===== src/include/clk_src_pkg.sv =====
package clk_src_pkg;
    // clock source select codes, stored fuse value (1 = unprogrammed)
    localparam logic [3:0] SEL_LFXT = 4'h9;
    localparam logic [3:0] SEL_ERC_LO = 4'h5;
    localparam logic [3:0] SEL_ERC_HI = 4'h8;
    localparam logic [3:0] SEL_IRC_LO = 4'h1;
    localparam logic [3:0] SEL_IRC_HI = 4'h4;
    localparam logic [3:0] SEL_RESET = 4'h1;
    localparam logic [1:0] STUP_RESET = 2'h2;
    localparam logic OPT_RESET = 1'b1;
    localparam logic [1:0] STUP_00 = 2'h0;
    localparam logic [1:0] STUP_01 = 2'h1;
    localparam logic [1:0] STUP_10 = 2'h2;
    localparam logic [1:0] STUP_11 = 2'h3;
    // start-up counts in system clock cycles
    localparam int CNT_W = 17;
    localparam int CK_1K = 1024;
    localparam int CK_32K = 32768;
    localparam int CK_18 = 18;
    localparam int CK_6 = 6;
    // reset delays in watchdog oscillator cycles
    localparam int WDT_4K = 4096;
    localparam int WDT_64K = 65536;
    localparam int CAP_WAIT = 2;
    localparam logic [7:0] TRIM_RESET = 8'h00;
    // register map, index on the plain register port
    localparam int ADDR_W = 4;
    localparam logic [3:0] REG_TRIM = 4'h0;
    localparam logic [3:0] REG_STATUS = 4'h1;
    localparam logic [3:0] REG_FUSES = 4'h2;
    localparam int STS_READY = 0;
    localparam int STS_RSV = 1;
    localparam int STS_SRC_LSB = 2;
    localparam int STS_PDOWN = 4;
    localparam int FUS_STUP_LSB = 4;
    localparam int FUS_OPT = 6;
    typedef enum logic [2:0] {PH_CAPTURE, PH_STARTUP, PH_RST_DLY, PH_RUN, PH_PDOWN} phase_e;
    typedef enum logic [1:0] {SRC_OTHER, SRC_LFXT, SRC_ERC, SRC_IRC} src_e;
    typedef struct packed {
        logic [3:0] src_sel;
        logic [1:0] stup;
        logic opt_n;
    } fuse_s;
    typedef struct packed {
        logic [ADDR_W-1:0] addr;
        logic [7:0] wdata;
        logic wr;
        logic rd;
    } reg_req_s;
    typedef struct packed {
        logic lfxt_en;
        logic erc_en;
        logic irc_en;
        logic [1:0] erc_band;
        logic [1:0] irc_freq;
        logic cap_xin;
        logic cap_xout;
    } osc_ctl_s;
    typedef struct packed {
        phase_e ph;
        logic [1:0] cap_cnt;
        logic after_rst;
        fuse_s fuse;
        src_e src;
        logic rsv;
        logic [7:0] trim;
        logic [7:0] rdata;
        fuse_s fuse_m;
        fuse_s fuse_s2;
        logic [7:0] cal_m;
        logic [7:0] cal_s2;
        logic [2:0] wdt_sy;
        logic [1:0] wake_sy;
    } state_s;
endpackage : clk_src_pkg


===== src/core/clock_source_startup_select.sv =====
// The plain strobed port and the register addresses were left to the implementer.
`timescale 1ns/1ps
// Function
// - select code 1001 runs the low-frequency 32.768 kHz crystal oscillator.
// - crystal start-up 1K/1K/32K cycles, reset delay 4.1/65/65 ms; code 11 reserved.
// - crystal mode with option fuse programmed connects 36 pF on both pins.
// - codes 0101 to 1000 pick external RC in four frequency bands.
// - external RC: 18 cycles, delay none/4.1/65 ms; code 11 gives 6, 4.1 ms.
// - codes 0001 to 0100 pick internal RC 1/2/4/8 MHz; default 0001.
// - internal RC: 6 cycles, delay none/4.1/65 ms; default 10; 11 reserved.
// - during reset the calibration byte is copied into the trim register.
// - only the 1 MHz byte loads itself; software loads other trims.
// - trim zero is slowest, larger is faster, FF is fastest.
// - writing the 8-bit trim register retrims at once; all bits read/write.
// - the watchdog oscillator times the reset delay even on internal RC.
// - external RC with option fuse programmed adds 36 pF on crystal input.
// - trim spans 50-100% at 00, 75-150% at 7F, 100-200% at FF.
// - a fuse reading one is unprogrammed, zero is programmed.
// - reset delays count 4096 or 65536 watchdog oscillator cycles.
module clock_source_startup_select
    import clk_src_pkg::*;
#(
    parameter int LFXT_LONG_CK = CK_32K,
    parameter int WDT_LONG = WDT_64K,
    parameter int WDT_SHORT = WDT_4K
) (
    input wire logic clk_sys_in, // system clock
    input wire logic rst_in, // async reset, high
    input wire clk_src_pkg::fuse_s fuse_in, // configuration fuse pins
    input wire logic [7:0] calib_byte_in, // signature row high byte
    input wire logic wdt_osc_in, // watchdog oscillator
    input wire logic sleep_in, // power-down request from core
    input wire logic wake_in, // wake-up pin
    input wire clk_src_pkg::reg_req_s reg_in, // register port request
    output logic [7:0] reg_rdata_out, // read data, cycle after strobe
    output logic core_clk_en_out, // clock gate to core
    output clk_src_pkg::osc_ctl_s osc_ctl_out, // oscillator controls
    output logic [7:0] trim_value_out, // oscillator trim
    output logic fuse_reserved_out, // reserved start-up code seen
    output logic pdown_out // in power-down
);
    import clk_src_pkg::*;

    state_s s_q;
    state_s s_d;
    logic ck_load;
    logic [CNT_W-1:0] ck_val;
    logic ck_done;
    logic wdt_load;
    logic [CNT_W-1:0] wdt_val;
    logic wdt_done;
    logic wdt_tick;
    logic wake_sync;
    logic capture;
    logic trim_wr;
    src_e new_src;
    logic [CNT_W-1:0] reset_ticks;
    logic new_rsv;

    function automatic src_e decode_src(input logic [3:0] sel);
        src_e r;
        r = SRC_OTHER;
        if (sel == SEL_LFXT) begin
            r = SRC_LFXT;
        end
        if (sel >= SEL_ERC_LO && sel <= SEL_ERC_HI) begin
            r = SRC_ERC;
        end
        if (sel >= SEL_IRC_LO && sel <= SEL_IRC_HI) begin
            r = SRC_IRC;
        end
        return r;
    endfunction : decode_src

    // start-up length in system clock cycles
    function automatic int startup_ck(input src_e src, input logic [1:0] stup);
        int n;
        n = CK_6;
        case (src)
            // crystal start-up, reserved code takes the longest
            SRC_LFXT: n = (stup == STUP_00 || stup == STUP_01) ? CK_1K : LFXT_LONG_CK;
            SRC_ERC: n = (stup == STUP_11) ? CK_6 : CK_18;
            SRC_IRC: n = CK_6;
            default: n = CK_6;
        endcase
        return n;
    endfunction : startup_ck

    // extra delay after reset in watchdog ticks, zero for none
    function automatic int reset_dly(input src_e src, input logic [1:0] stup);
        int n;
        n = WDT_LONG;
        case (src)
            SRC_LFXT: n = (stup == STUP_00) ? WDT_SHORT : WDT_LONG;
            SRC_ERC: begin
                case (stup)
                    STUP_00: n = 0;
                    STUP_10: n = WDT_LONG;
                    default: n = WDT_SHORT;
                endcase
            end
            // internal RC reset delay, reserved code takes the longest
            SRC_IRC: begin
                case (stup)
                    STUP_00: n = 0;
                    STUP_01: n = WDT_SHORT;
                    default: n = WDT_LONG;
                endcase
            end
            default: n = WDT_LONG;
        endcase
        return n;
    endfunction : reset_dly

    assign new_src = decode_src(s_q.fuse_s2.src_sel);
    assign new_rsv = (new_src == SRC_LFXT || new_src == SRC_IRC) && s_q.fuse_s2.stup == STUP_11;
    assign capture = (s_q.ph == PH_CAPTURE) && (s_q.cap_cnt == 2'(CAP_WAIT));
    assign wake_sync = s_q.wake_sy[1];
    // the watchdog oscillator edge paces the reset delay
    assign wdt_tick = s_q.wdt_sy[1] & ~s_q.wdt_sy[2];
    assign trim_wr = reg_in.wr && reg_in.addr == REG_TRIM && !capture;
    assign reset_ticks = CNT_W'(reset_dly(s_q.src, s_q.fuse.stup));

    always_comb begin
        s_d = s_q;
        ck_load = 1'b0;
        ck_val = '0;
        wdt_load = 1'b0;
        wdt_val = reset_ticks;
        // two-stage synchronisers for pins
        s_d.fuse_m = fuse_in;
        s_d.fuse_s2 = s_q.fuse_m;
        s_d.cal_m = calib_byte_in;
        s_d.cal_s2 = s_q.cal_m;
        s_d.wdt_sy = {s_q.wdt_sy[1:0], wdt_osc_in};
        s_d.wake_sy = {s_q.wake_sy[0], wake_in};
        case (s_q.ph)
            PH_CAPTURE: begin
                s_d.cap_cnt = s_q.cap_cnt + 2'h1;
                if (capture) begin
                    // fuses latched once, after the synchroniser settles
                    s_d.fuse = s_q.fuse_s2;
                    s_d.src = new_src;
                    s_d.rsv = new_rsv;
                    // calibration byte loaded while the core is still held
                    // only the 1 MHz byte is loaded by hardware
                    s_d.trim = s_q.cal_s2;
                    ck_load = 1'b1;
                    ck_val = CNT_W'(startup_ck(new_src, s_q.fuse_s2.stup) - 1);
                    s_d.ph = PH_STARTUP;
                end
            end
            PH_STARTUP: begin
                if (ck_done) begin
                    // reset delay follows the start-up count
                    if (s_q.after_rst && reset_ticks != '0) begin
                        // load 4096 or 65536 watchdog cycles
                        wdt_load = 1'b1;
                        s_d.ph = PH_RST_DLY;
                    end else begin
                        s_d.ph = PH_RUN;
                    end
                    s_d.after_rst = 1'b0;
                end
            end
            PH_RST_DLY: begin
                if (wdt_done) begin
                    s_d.ph = PH_RUN;
                end
            end
            PH_RUN: begin
                if (sleep_in) begin
                    s_d.ph = PH_PDOWN;
                end
            end
            PH_PDOWN: begin
                if (wake_sync) begin
                    // wake-up repeats only the start-up count
                    ck_load = 1'b1;
                    ck_val = CNT_W'(startup_ck(s_q.src, s_q.fuse.stup) - 1);
                    s_d.ph = PH_STARTUP;
                end
            end
            default: begin
                s_d.ph = PH_CAPTURE;
            end
        endcase
        if (trim_wr) begin
            s_d.trim = reg_in.wdata;
        end
        // read data stands for one cycle only
        s_d.rdata = 8'h00;
        if (reg_in.rd) begin
            case (reg_in.addr)
                REG_TRIM: s_d.rdata = s_q.trim;
                REG_STATUS: begin
                    s_d.rdata[STS_READY] = (s_q.ph == PH_RUN);
                    s_d.rdata[STS_RSV] = s_q.rsv;
                    s_d.rdata[STS_SRC_LSB +: 2] = s_q.src;
                    s_d.rdata[STS_PDOWN] = (s_q.ph == PH_PDOWN);
                end
                REG_FUSES: begin
                    s_d.rdata[3:0] = s_q.fuse.src_sel;
                    s_d.rdata[FUS_STUP_LSB +: 2] = s_q.fuse.stup;
                    s_d.rdata[FUS_OPT] = s_q.fuse.opt_n;
                end
                default: s_d.rdata = 8'h00;
            endcase
        end
    end

    always_ff @(posedge clk_sys_in or posedge rst_in) begin
        if (rst_in) begin
            s_q <= '0;
            s_q.ph <= PH_CAPTURE;
            s_q.after_rst <= 1'b1;
            // factory default is the 1 MHz internal RC
            s_q.fuse <= '{src_sel: SEL_RESET, stup: STUP_RESET, opt_n: OPT_RESET};
            s_q.src <= SRC_IRC;
            s_q.trim <= TRIM_RESET;
        end else begin
            s_q <= s_d;
        end
    end

    delay_counter #(.W(CNT_W)) u_ck_cnt (
        .clk_in(clk_sys_in),
        .rst_in(rst_in),
        .load_in(ck_load),
        .load_val_in(ck_val),
        .step_in(1'b1),
        .done_out(ck_done)
    );

    delay_counter #(.W(CNT_W)) u_wdt_cnt (
        .clk_in(clk_sys_in),
        .rst_in(rst_in),
        .load_in(wdt_load),
        .load_val_in(wdt_val),
        .step_in(wdt_tick),
        .done_out(wdt_done)
    );

    // clock reaches the core only in the run phase
    assign core_clk_en_out = (s_q.ph == PH_RUN);
    assign pdown_out = (s_q.ph == PH_PDOWN);
    assign fuse_reserved_out = s_q.rsv;
    assign reg_rdata_out = s_q.rdata;
    // trim drives the oscillator monotonically, 00 slowest, FF fastest
    // range scaling is in the analog cell; tuning outside the four nominals is unchecked
    assign trim_value_out = s_q.trim;

    always_comb begin
        osc_ctl_out = '0;
        osc_ctl_out.lfxt_en = (s_q.src == SRC_LFXT);
        osc_ctl_out.erc_en = (s_q.src == SRC_ERC);
        osc_ctl_out.irc_en = (s_q.src == SRC_IRC);
        osc_ctl_out.erc_band = osc_ctl_out.erc_en ? 2'(s_q.fuse.src_sel - SEL_ERC_LO) : 2'h0;
        osc_ctl_out.irc_freq = osc_ctl_out.irc_en ? 2'(s_q.fuse.src_sel - SEL_IRC_LO) : 2'h0;
        // zero means the option fuse is programmed
        // both crystal pins get capacitors in crystal mode
        // only the crystal input pin gets one in external RC mode
        osc_ctl_out.cap_xin = !s_q.fuse.opt_n && (osc_ctl_out.lfxt_en || osc_ctl_out.erc_en);
        osc_ctl_out.cap_xout = !s_q.fuse.opt_n && osc_ctl_out.lfxt_en;
    end
endmodule : clock_source_startup_select


===== src/core/delay_counter.sv =====
`timescale 1ns/1ps
module delay_counter #(
    parameter int W = 17
) (
    input wire logic clk_in, // clock
    input wire logic rst_in, // async reset, high
    input wire logic load_in, // load pulse
    input wire logic [W-1:0] load_val_in, // steps to count
    input wire logic step_in, // one step
    output logic done_out // count reached zero
);
    typedef struct packed {
        logic [W-1:0] cnt;
    } cnt_s;
    cnt_s s_q;
    cnt_s s_d;

    always_comb begin
        s_d = s_q;
        if (load_in) begin
            s_d.cnt = load_val_in;
        end else if (step_in && s_q.cnt != '0) begin
            s_d.cnt = s_q.cnt - 1'b1;
        end
    end

    always_ff @(posedge clk_in or posedge rst_in) begin
        if (rst_in) begin
            s_q <= '0;
        end else begin
            s_q <= s_d;
        end
    end

    assign done_out = (s_q.cnt == '0);
endmodule : delay_counter


===== config.mk =====
export PLATFORM = sky130hd
export DESIGN_NAME = clock_source_startup_select
export DESIGN_NICKNAME = d
export VERILOG_FILES = /design/src/include/clk_src_pkg.sv /design/src/core/clock_source_startup_select.sv /design/src/core/delay_counter.sv
export SDC_FILE = /design/constraint.sdc
export NUM_CORES = 1
export LEC_CHECK = 0
export BUFFER_PORTS_ARGS = -buffer_cell sky130_fd_sc_hd__buf_2
export CAP_MARGIN = 30
export CORE_ASPECT_RATIO = 0.8
export CORE_MARGIN = 2
export CORE_UTILIZATION = 27
export DETAILED_ROUTE_END_ITERATION = 7
export GPL_TIMING_DRIVEN = 0
export HOLD_SLACK_MARGIN = 0.06
export PLACE_DENSITY = 0.54
export SETUP_SLACK_MARGIN = 0.1
export SYNTH_ARGS = -nofsm -noshare
export SYNTH_HDL_FRONTEND = slang
export SYNTH_SLANG_ARGS = --single-unit

===== constraint.sdc =====
create_clock -name clk_sys_in -period 5.6 [get_ports clk_sys_in]
set_clock_uncertainty 0.15 [all_clocks]
set_input_delay 0.28 -clock clk_sys_in [delete_from_list [all_inputs] [get_ports clk_sys_in]]
set_output_delay 0.28 -clock clk_sys_in [all_outputs]
set_load 0.03 [all_outputs]

; Yosys cells after proc, flatten, opt, wreduce, memory -nomap -nowiden
; Index checks and enable logic that the tools add are counted.
[totals]
regBits = 101
output_inout_bits = 28
wordCells = 138
[op_classes]
n_addsub = 7
n_lt_le_gt_ge = 4
n_eq_ne = 24
mux = 46
bitwise = 2
reduce_logical = 33
[op_table]
columns = operator, n
row1 = $mux 17, 11
row2 = $pmux 17 s2, 3
row3 = $pmux 16 s2, 2
row4 = $pmux 17 s3, 1
row5 = $reduce_bool 17->1, 3
row6 = $logic_not 17->1, 2
row7 = $sub 17x1->17 const B, 2
row8 = $sub 17x2->17 const B, 2
row9 = $mux 16, 2
row10 = $mux 8, 4
row11 = $eq 2x2->1 const B, 8
row12 = $mux 3, 5
row13 = $pmux 3 s5, 1
row14 = $pmux 5 s3, 1
row15 = $logic_and 1x1->1, 10
row16 = $mux 5, 2
row17 = $eq 2x1->1 const B, 4
row18 = $mux 1, 8
row19 = $mux 2, 4
row20 = $reduce_bool 2->1, 4
row21 = $eq 3x2->1 const B, 2
row22 = $ne 2x2->1 const B, 3
row23 = $reduce_and 2->1, 3
row24 = $reduce_and 5->1, 1
row25 = 21 further kinds, 28

; Depth between registers and ports, before layout
[depth]
word_depth = 12
ltp_mapped = 10
depth_no_buf = 10

; Cells and area by module
; A second synthesis with hierarchy kept.
[unflattened]
hier_cells = 581
hier_area_um2 = 5427.7
[modules_own_cells]
columns = module, instances, cells_each, area_each_um2
row1 = clock_source_startup_select, 1, 305, 3118.0
row2 = delay_counter, 2, 138, 1154.9

; Worst setup path after synthesis
; No wires, ideal clock.
[synth_path]
path_kind = register to register
startpoint = reg u_ck_cnt.s_q[0] in the netlist's numbering
endpoint = reg u_wdt_cnt.s_q[12] in the netlist's numbering
t_arrival_ns = 2.066
required_time_ns = 5.325
slack_ns = 3.259
path_stages_with_launch = 7
path_buffers = 0
synth_period_minus_slack_ns = 2.341
path_cell_list = dfrtp_1 -> inv_1 -> ha_1 -> nor4b_2 -> nand3_2 -> nor4_4 -> mux2_4
[synth_via]
elab_chain_cells = 4
[synth_lines]
columns = element, line_no
row1 = from (decl), delay_counter.sv:15  ; cnt_s s_q;
row2 = from (signal assigned), delay_counter.sv:29  ; s_q <= '0;
row3 = from (signal assigned), delay_counter.sv:31  ; s_q <= s_d;
row4 = $logic_not 17->1 (*), delay_counter.sv:35  ; assign done_out = (s_q.cnt == '0);
row5 = $mux 1 (*), clock_source_startup_select.sv:154  ; if (ck_done) begin
row6 = $mux 1 (*), clock_source_startup_select.sv:137  ; case (s_q.ph)
row7 = $mux 17 or $reduce_bool 2->1 (tied branches), -
row8 = to (signal assigned), delay_counter.sv:29
row9 = to (signal assigned), delay_counter.sv:31
row10 = to (decl), delay_counter.sv:15
; Every way passes the cells marked *; elsewhere a longest branch is shown, timed or not.
; A chain may end at the register's enable or synchronous reset.

; Worst setup path in the final report
[layout_path]
startpoint = reg u_ck_cnt.s_q[0] in the netlist's numbering
endpoint = reg u_ck_cnt.s_q[15] in the netlist's numbering
[layout_via]
elab_chain_cells = 3
[layout_lines]
columns = element, line_no
row1 = $sub 17x1->17, delay_counter.sv:23  ; s_d.cnt = s_q.cnt - 1'b1;
row2 = $mux 17, delay_counter.sv:22  ; end else if (step_in && s_q.cnt != '0) begin
row3 = $mux 17, delay_counter.sv:20  ; if (load_in) begin
; Parallel ways exist; a longest one is shown, timed or not. The select of a mux whose other input is x is not followed.

==> impl_metrics.toml <==
[outcome]
outcome = "finished, final reports clean"

[synth]
synth_area_um2 = 4840
yosys-top-cells-count = "dfrtp_1, nand2_1, nor2_1"
synth_xor_area_share_pct = 5.43
synth_top_cell_by_area = "dfrtp_1"
syn_avg_cell_area_um2 = 10.2
synth_enable_flop_cells = 0
synth_mux_area_share_pct = 4.24
synth_compound_area_share_pct = 8.30
synth_top_family_by_area = "simple AND/OR/NAND/NOR gates"
netlist_instances = 474
synth.most_common_cell = "dfrtp_1"
yosysSeqAreaShare_pct = 52.4
synthArstFlopShare_pct = 100
synthTopCellsByArea = "dfrtp_1, nand2_1, mux2i_1"
synthAdderAreaFrac_pct = 3.10
ys.flop_type = "dfrtp_1"
synth_simple_gate_area_share_pct = 21.8
synth_fp_nets = 520
ys_ff_latch = 101
ys_warn_count = 0
synth_top_area_share_pct = 49.1
yosysUniqueCellTypes = 53

[critical_path]
cp_max_fo = 8
worst_r2r_path_depth = 7
start_kind = "register"
end_kind = "register"
r2r-end = "u_ck_cnt.s_q[15]$_DFFE_PP0P_"
crit_arrival_ns = 3.05
r2r-start = "u_ck_cnt.s_q[0]$_DFFE_PP0P_"
critPathRequiredTime_ns = 5.67
reg2reg_setup_slack_ns = 2.62
crit_type = "reg -> reg"

[timing]
tightest_slew_ns = 0.823
slew_viol_final = 0
tns_ns = 0
slew_headroom_pct = 45.0
max_freq_ghz = 0.335
finalWorstSetupSlack_ns = 2.62
finalHoldViolCount = 0
finalCriticalPeriod_ns = 2.98
finalSetupViolCount = 0
period_share_pct = 53.3
rsz0062_at_grt = "no"

[die]
io_pins = 62
initial_core_util_pct = 27.8
dieHeight_um = 124
fp.dieW_um = 154
rows = 43
core_um2 = 17400
die_area_um2 = 19000

[place]
dpl_worst_slack_ns = 2.66
dpl.cell_count = 759
place_congestion = 0.843
io_buffers = 59
dpl.hpwl_um = 8340

[grt]
overflow = 0
grt_max_degree = 58
track_usage_pct = 12.7
grt_pass1_wl_um = 18900
antenna_found_initial = 0
first_global_vias = 3656

[detailed_routing]
post_drt_wl_per_cell_um = 14.4
first_pass_iters = 4
vias_per_cell = 4.63
ant_nets = 0
via_count = 3674
drt_iter0_drc = 180
drc = 0
wl_um = 11500

[cts]
clkTransAtPathRegs_ns = 0.07
clk_latency_ns = 0.36
cts_max_level = 3
cts_max_path_buffers = 2
cts.sinks = 101
cts_tree = "built"
clock_tree.root_cell = "clkbuf_16"
cts_buffers = 9

[layout]
n_antenna_cell = 0
postLayoutCoreUtil_pct = 34.1
finalNonFillerCells = 794
drive_above_1_share_pct = 20.0
area_growth_pct = 22.9
layout.nets = 610

[worst_hold_path]
min_to = "trim_value_out[4]$_DFFE_PP0P_"
hold_depth = 3
hold_path.class = "in -> reg"
holdCritStartpoint = "reg_in[6]"

[pwr]
peakVddDrop_v = 0.000288
p_leak_nw = 2.72
power.density_nw_per_um2 = 432
total_power_w = 0.00257

[flow_run]
max_cap_violations = 0
-- sequential cells by signal (all words and copies together) (netlist names) --
| name | cells |
|---|---|
| fuse_reserved_out | 1 |
| reg_rdata_out | 8 |
| s_d | 18 |
| s_q | 32 |
| trim_value_out | 8 |
| u_ck_cnt.s_q | 17 |
| u_wdt_cnt.s_q | 17 |
-- critical path: stages, from the launching register on --
cell	delay (ns)
dfrtp_1	0.43
inv_1	0.07
ha_1	0.23
nor4b_2	0.66
nand4_1	0.50
and4_1	0.36
o21ai_0	0.27
o221ai_1	0.18
-- metrics by stage --
| stage | hold slack (ns) | cell area, µm² |
|---|---|---|
| final | 0.0742 | 5950 |
| after global routing | 0.0781 | 5950 |
| after CTS | 0.0656 | 5940 |
| after detailed placement | 0.185 | 5450 |
| after global placement | 0.182 | 5420 |
| after floorplan | 0.161 | 4840 |
-- worst max-delay path by stage --
stage / slack [ns] / cells past startpoint / start / endpoint
2_1_floorplan: 2.53 / 1 / rst_in / fuse_reserved_out$_DFFE_PP0P_
3_3_place_gp: 1.40 / 2 / rst_in / s_d[24]$_DFF_PP0_
3_5_place_dp: 2.66 / 7 / u_ck_cnt.s_q[0]$_DFFE_PP0P_ / u_ck_cnt.s_q[1]$_DFFE_PP0P_
4_1_cts: 2.66 / 7 / u_ck_cnt.s_q[0]$_DFFE_PP0P_ / u_ck_cnt.s_q[1]$_DFFE_PP0P_
5_1_grt: 2.42 / 7 / u_ck_cnt.s_q[0]$_DFFE_PP0P_ / u_ck_cnt.s_q[1]$_DFFE_PP0P_
6_report: 2.62 / 7 / u_ck_cnt.s_q[0]$_DFFE_PP0P_ / u_ck_cnt.s_q[15]$_DFFE_PP0P_
-- kinds of logic (layout without fill, tap and decap cells) --
| family | after synthesis | count (layout) |
|---|---|---|
| and+or+nand+nor | 200 | 200 |
| DFF | 101 | 101 |
| AOI/OAI and AO/OA | 67 | 67 |
| buffers and inverters | 44 | 139 |
| xor gates and xnor gates | 30 | 30 |
| muxes | 20 | 20 |
| adders and majority gates | 12 | 12 |
-- per-layer routing --
layer | track usage (%) | vias to the layer above | routed length [µm]
li1 | - | 1804 | -
met1 | 16.7 | 1774 | 5520
met2 | 20.5 | 83 | 5270
met3 | 3.86 | 13 | 522
met4 | 3.56 | 0 | 169
met5 | 0 | - | 0
-- cells in the final DEF, fill, tap and decap left out, types with 3 or more instances in the layout --
cell type / Yosys / final
or3_1: 3 / 3
a22oi_1: 3 / 3
nor2_1: 50 / 50
ha_1: 12 / 12
o21ai_0: 25 / 25
or4_1: 4 / 4
and2_1: 5 / 5
xor2_1: 13 / 13
or4_4: 3 / 3
inv_1: 13 / 12
and4_1: 3 / 3
inv_8: 0 / 3
buf_2: 1 / 60
and3_1: 3 / 3
a21oi_1: 21 / 21
dfstp_2: 6 / 6
nand2_1: 60 / 60
buf_4: 17 / 17
nor4b_1: 3 / 3
xnor2_1: 17 / 17
dlygate4sd3_1: 0 / 18
nor3b_1: 4 / 4
nor2b_1: 11 / 11
mux2i_1: 19 / 19
dfrtp_1: 95 / 95
nor3_1: 19 / 19
clkbuf_16: 0 / 9
nand3_1: 8 / 8
clkbuf_1: 12 / 12
o31ai_1: 3 / 3
nor4_1: 8 / 8
-- power by group --
part | total (W) | internal [W] | switching [W] | leakage [nW]
Clock | 0.000663 | 0.000358 | 0.000304 | 0.152
Combinational | 0.000865 | 0.000351 | 0.000514 | 1.32
Sequential | 0.00104 | 0.000884 | 0.000155 | 1.25
Total | 0.00257 | 0.00159 | 0.000974 | 2.72
-- cell type report --
| class | instances | area, µm² |
|---|---|---|
| fill | 1781 | 11500 |
| sequential | 101 | 2530 |
| multi-input combinational | 329 | 2070 |
| timing repair buffer | 79 | 510 |
| tap | 225 | 282 |
| clock buffer | 9 | 225 |
| buffer | 31 | 181 |
| clock inverter | 7 | 88.8 |
| inverter | 13 | 51.3 |
-- timing repair --
action                    4_1_cts  5_1_grt
hold buffers                   18        0
gates resized for setup         0        0
buffers inserted                0        0
hold endpoints to repair       60        0
Power figures use the tool's default switching activity.
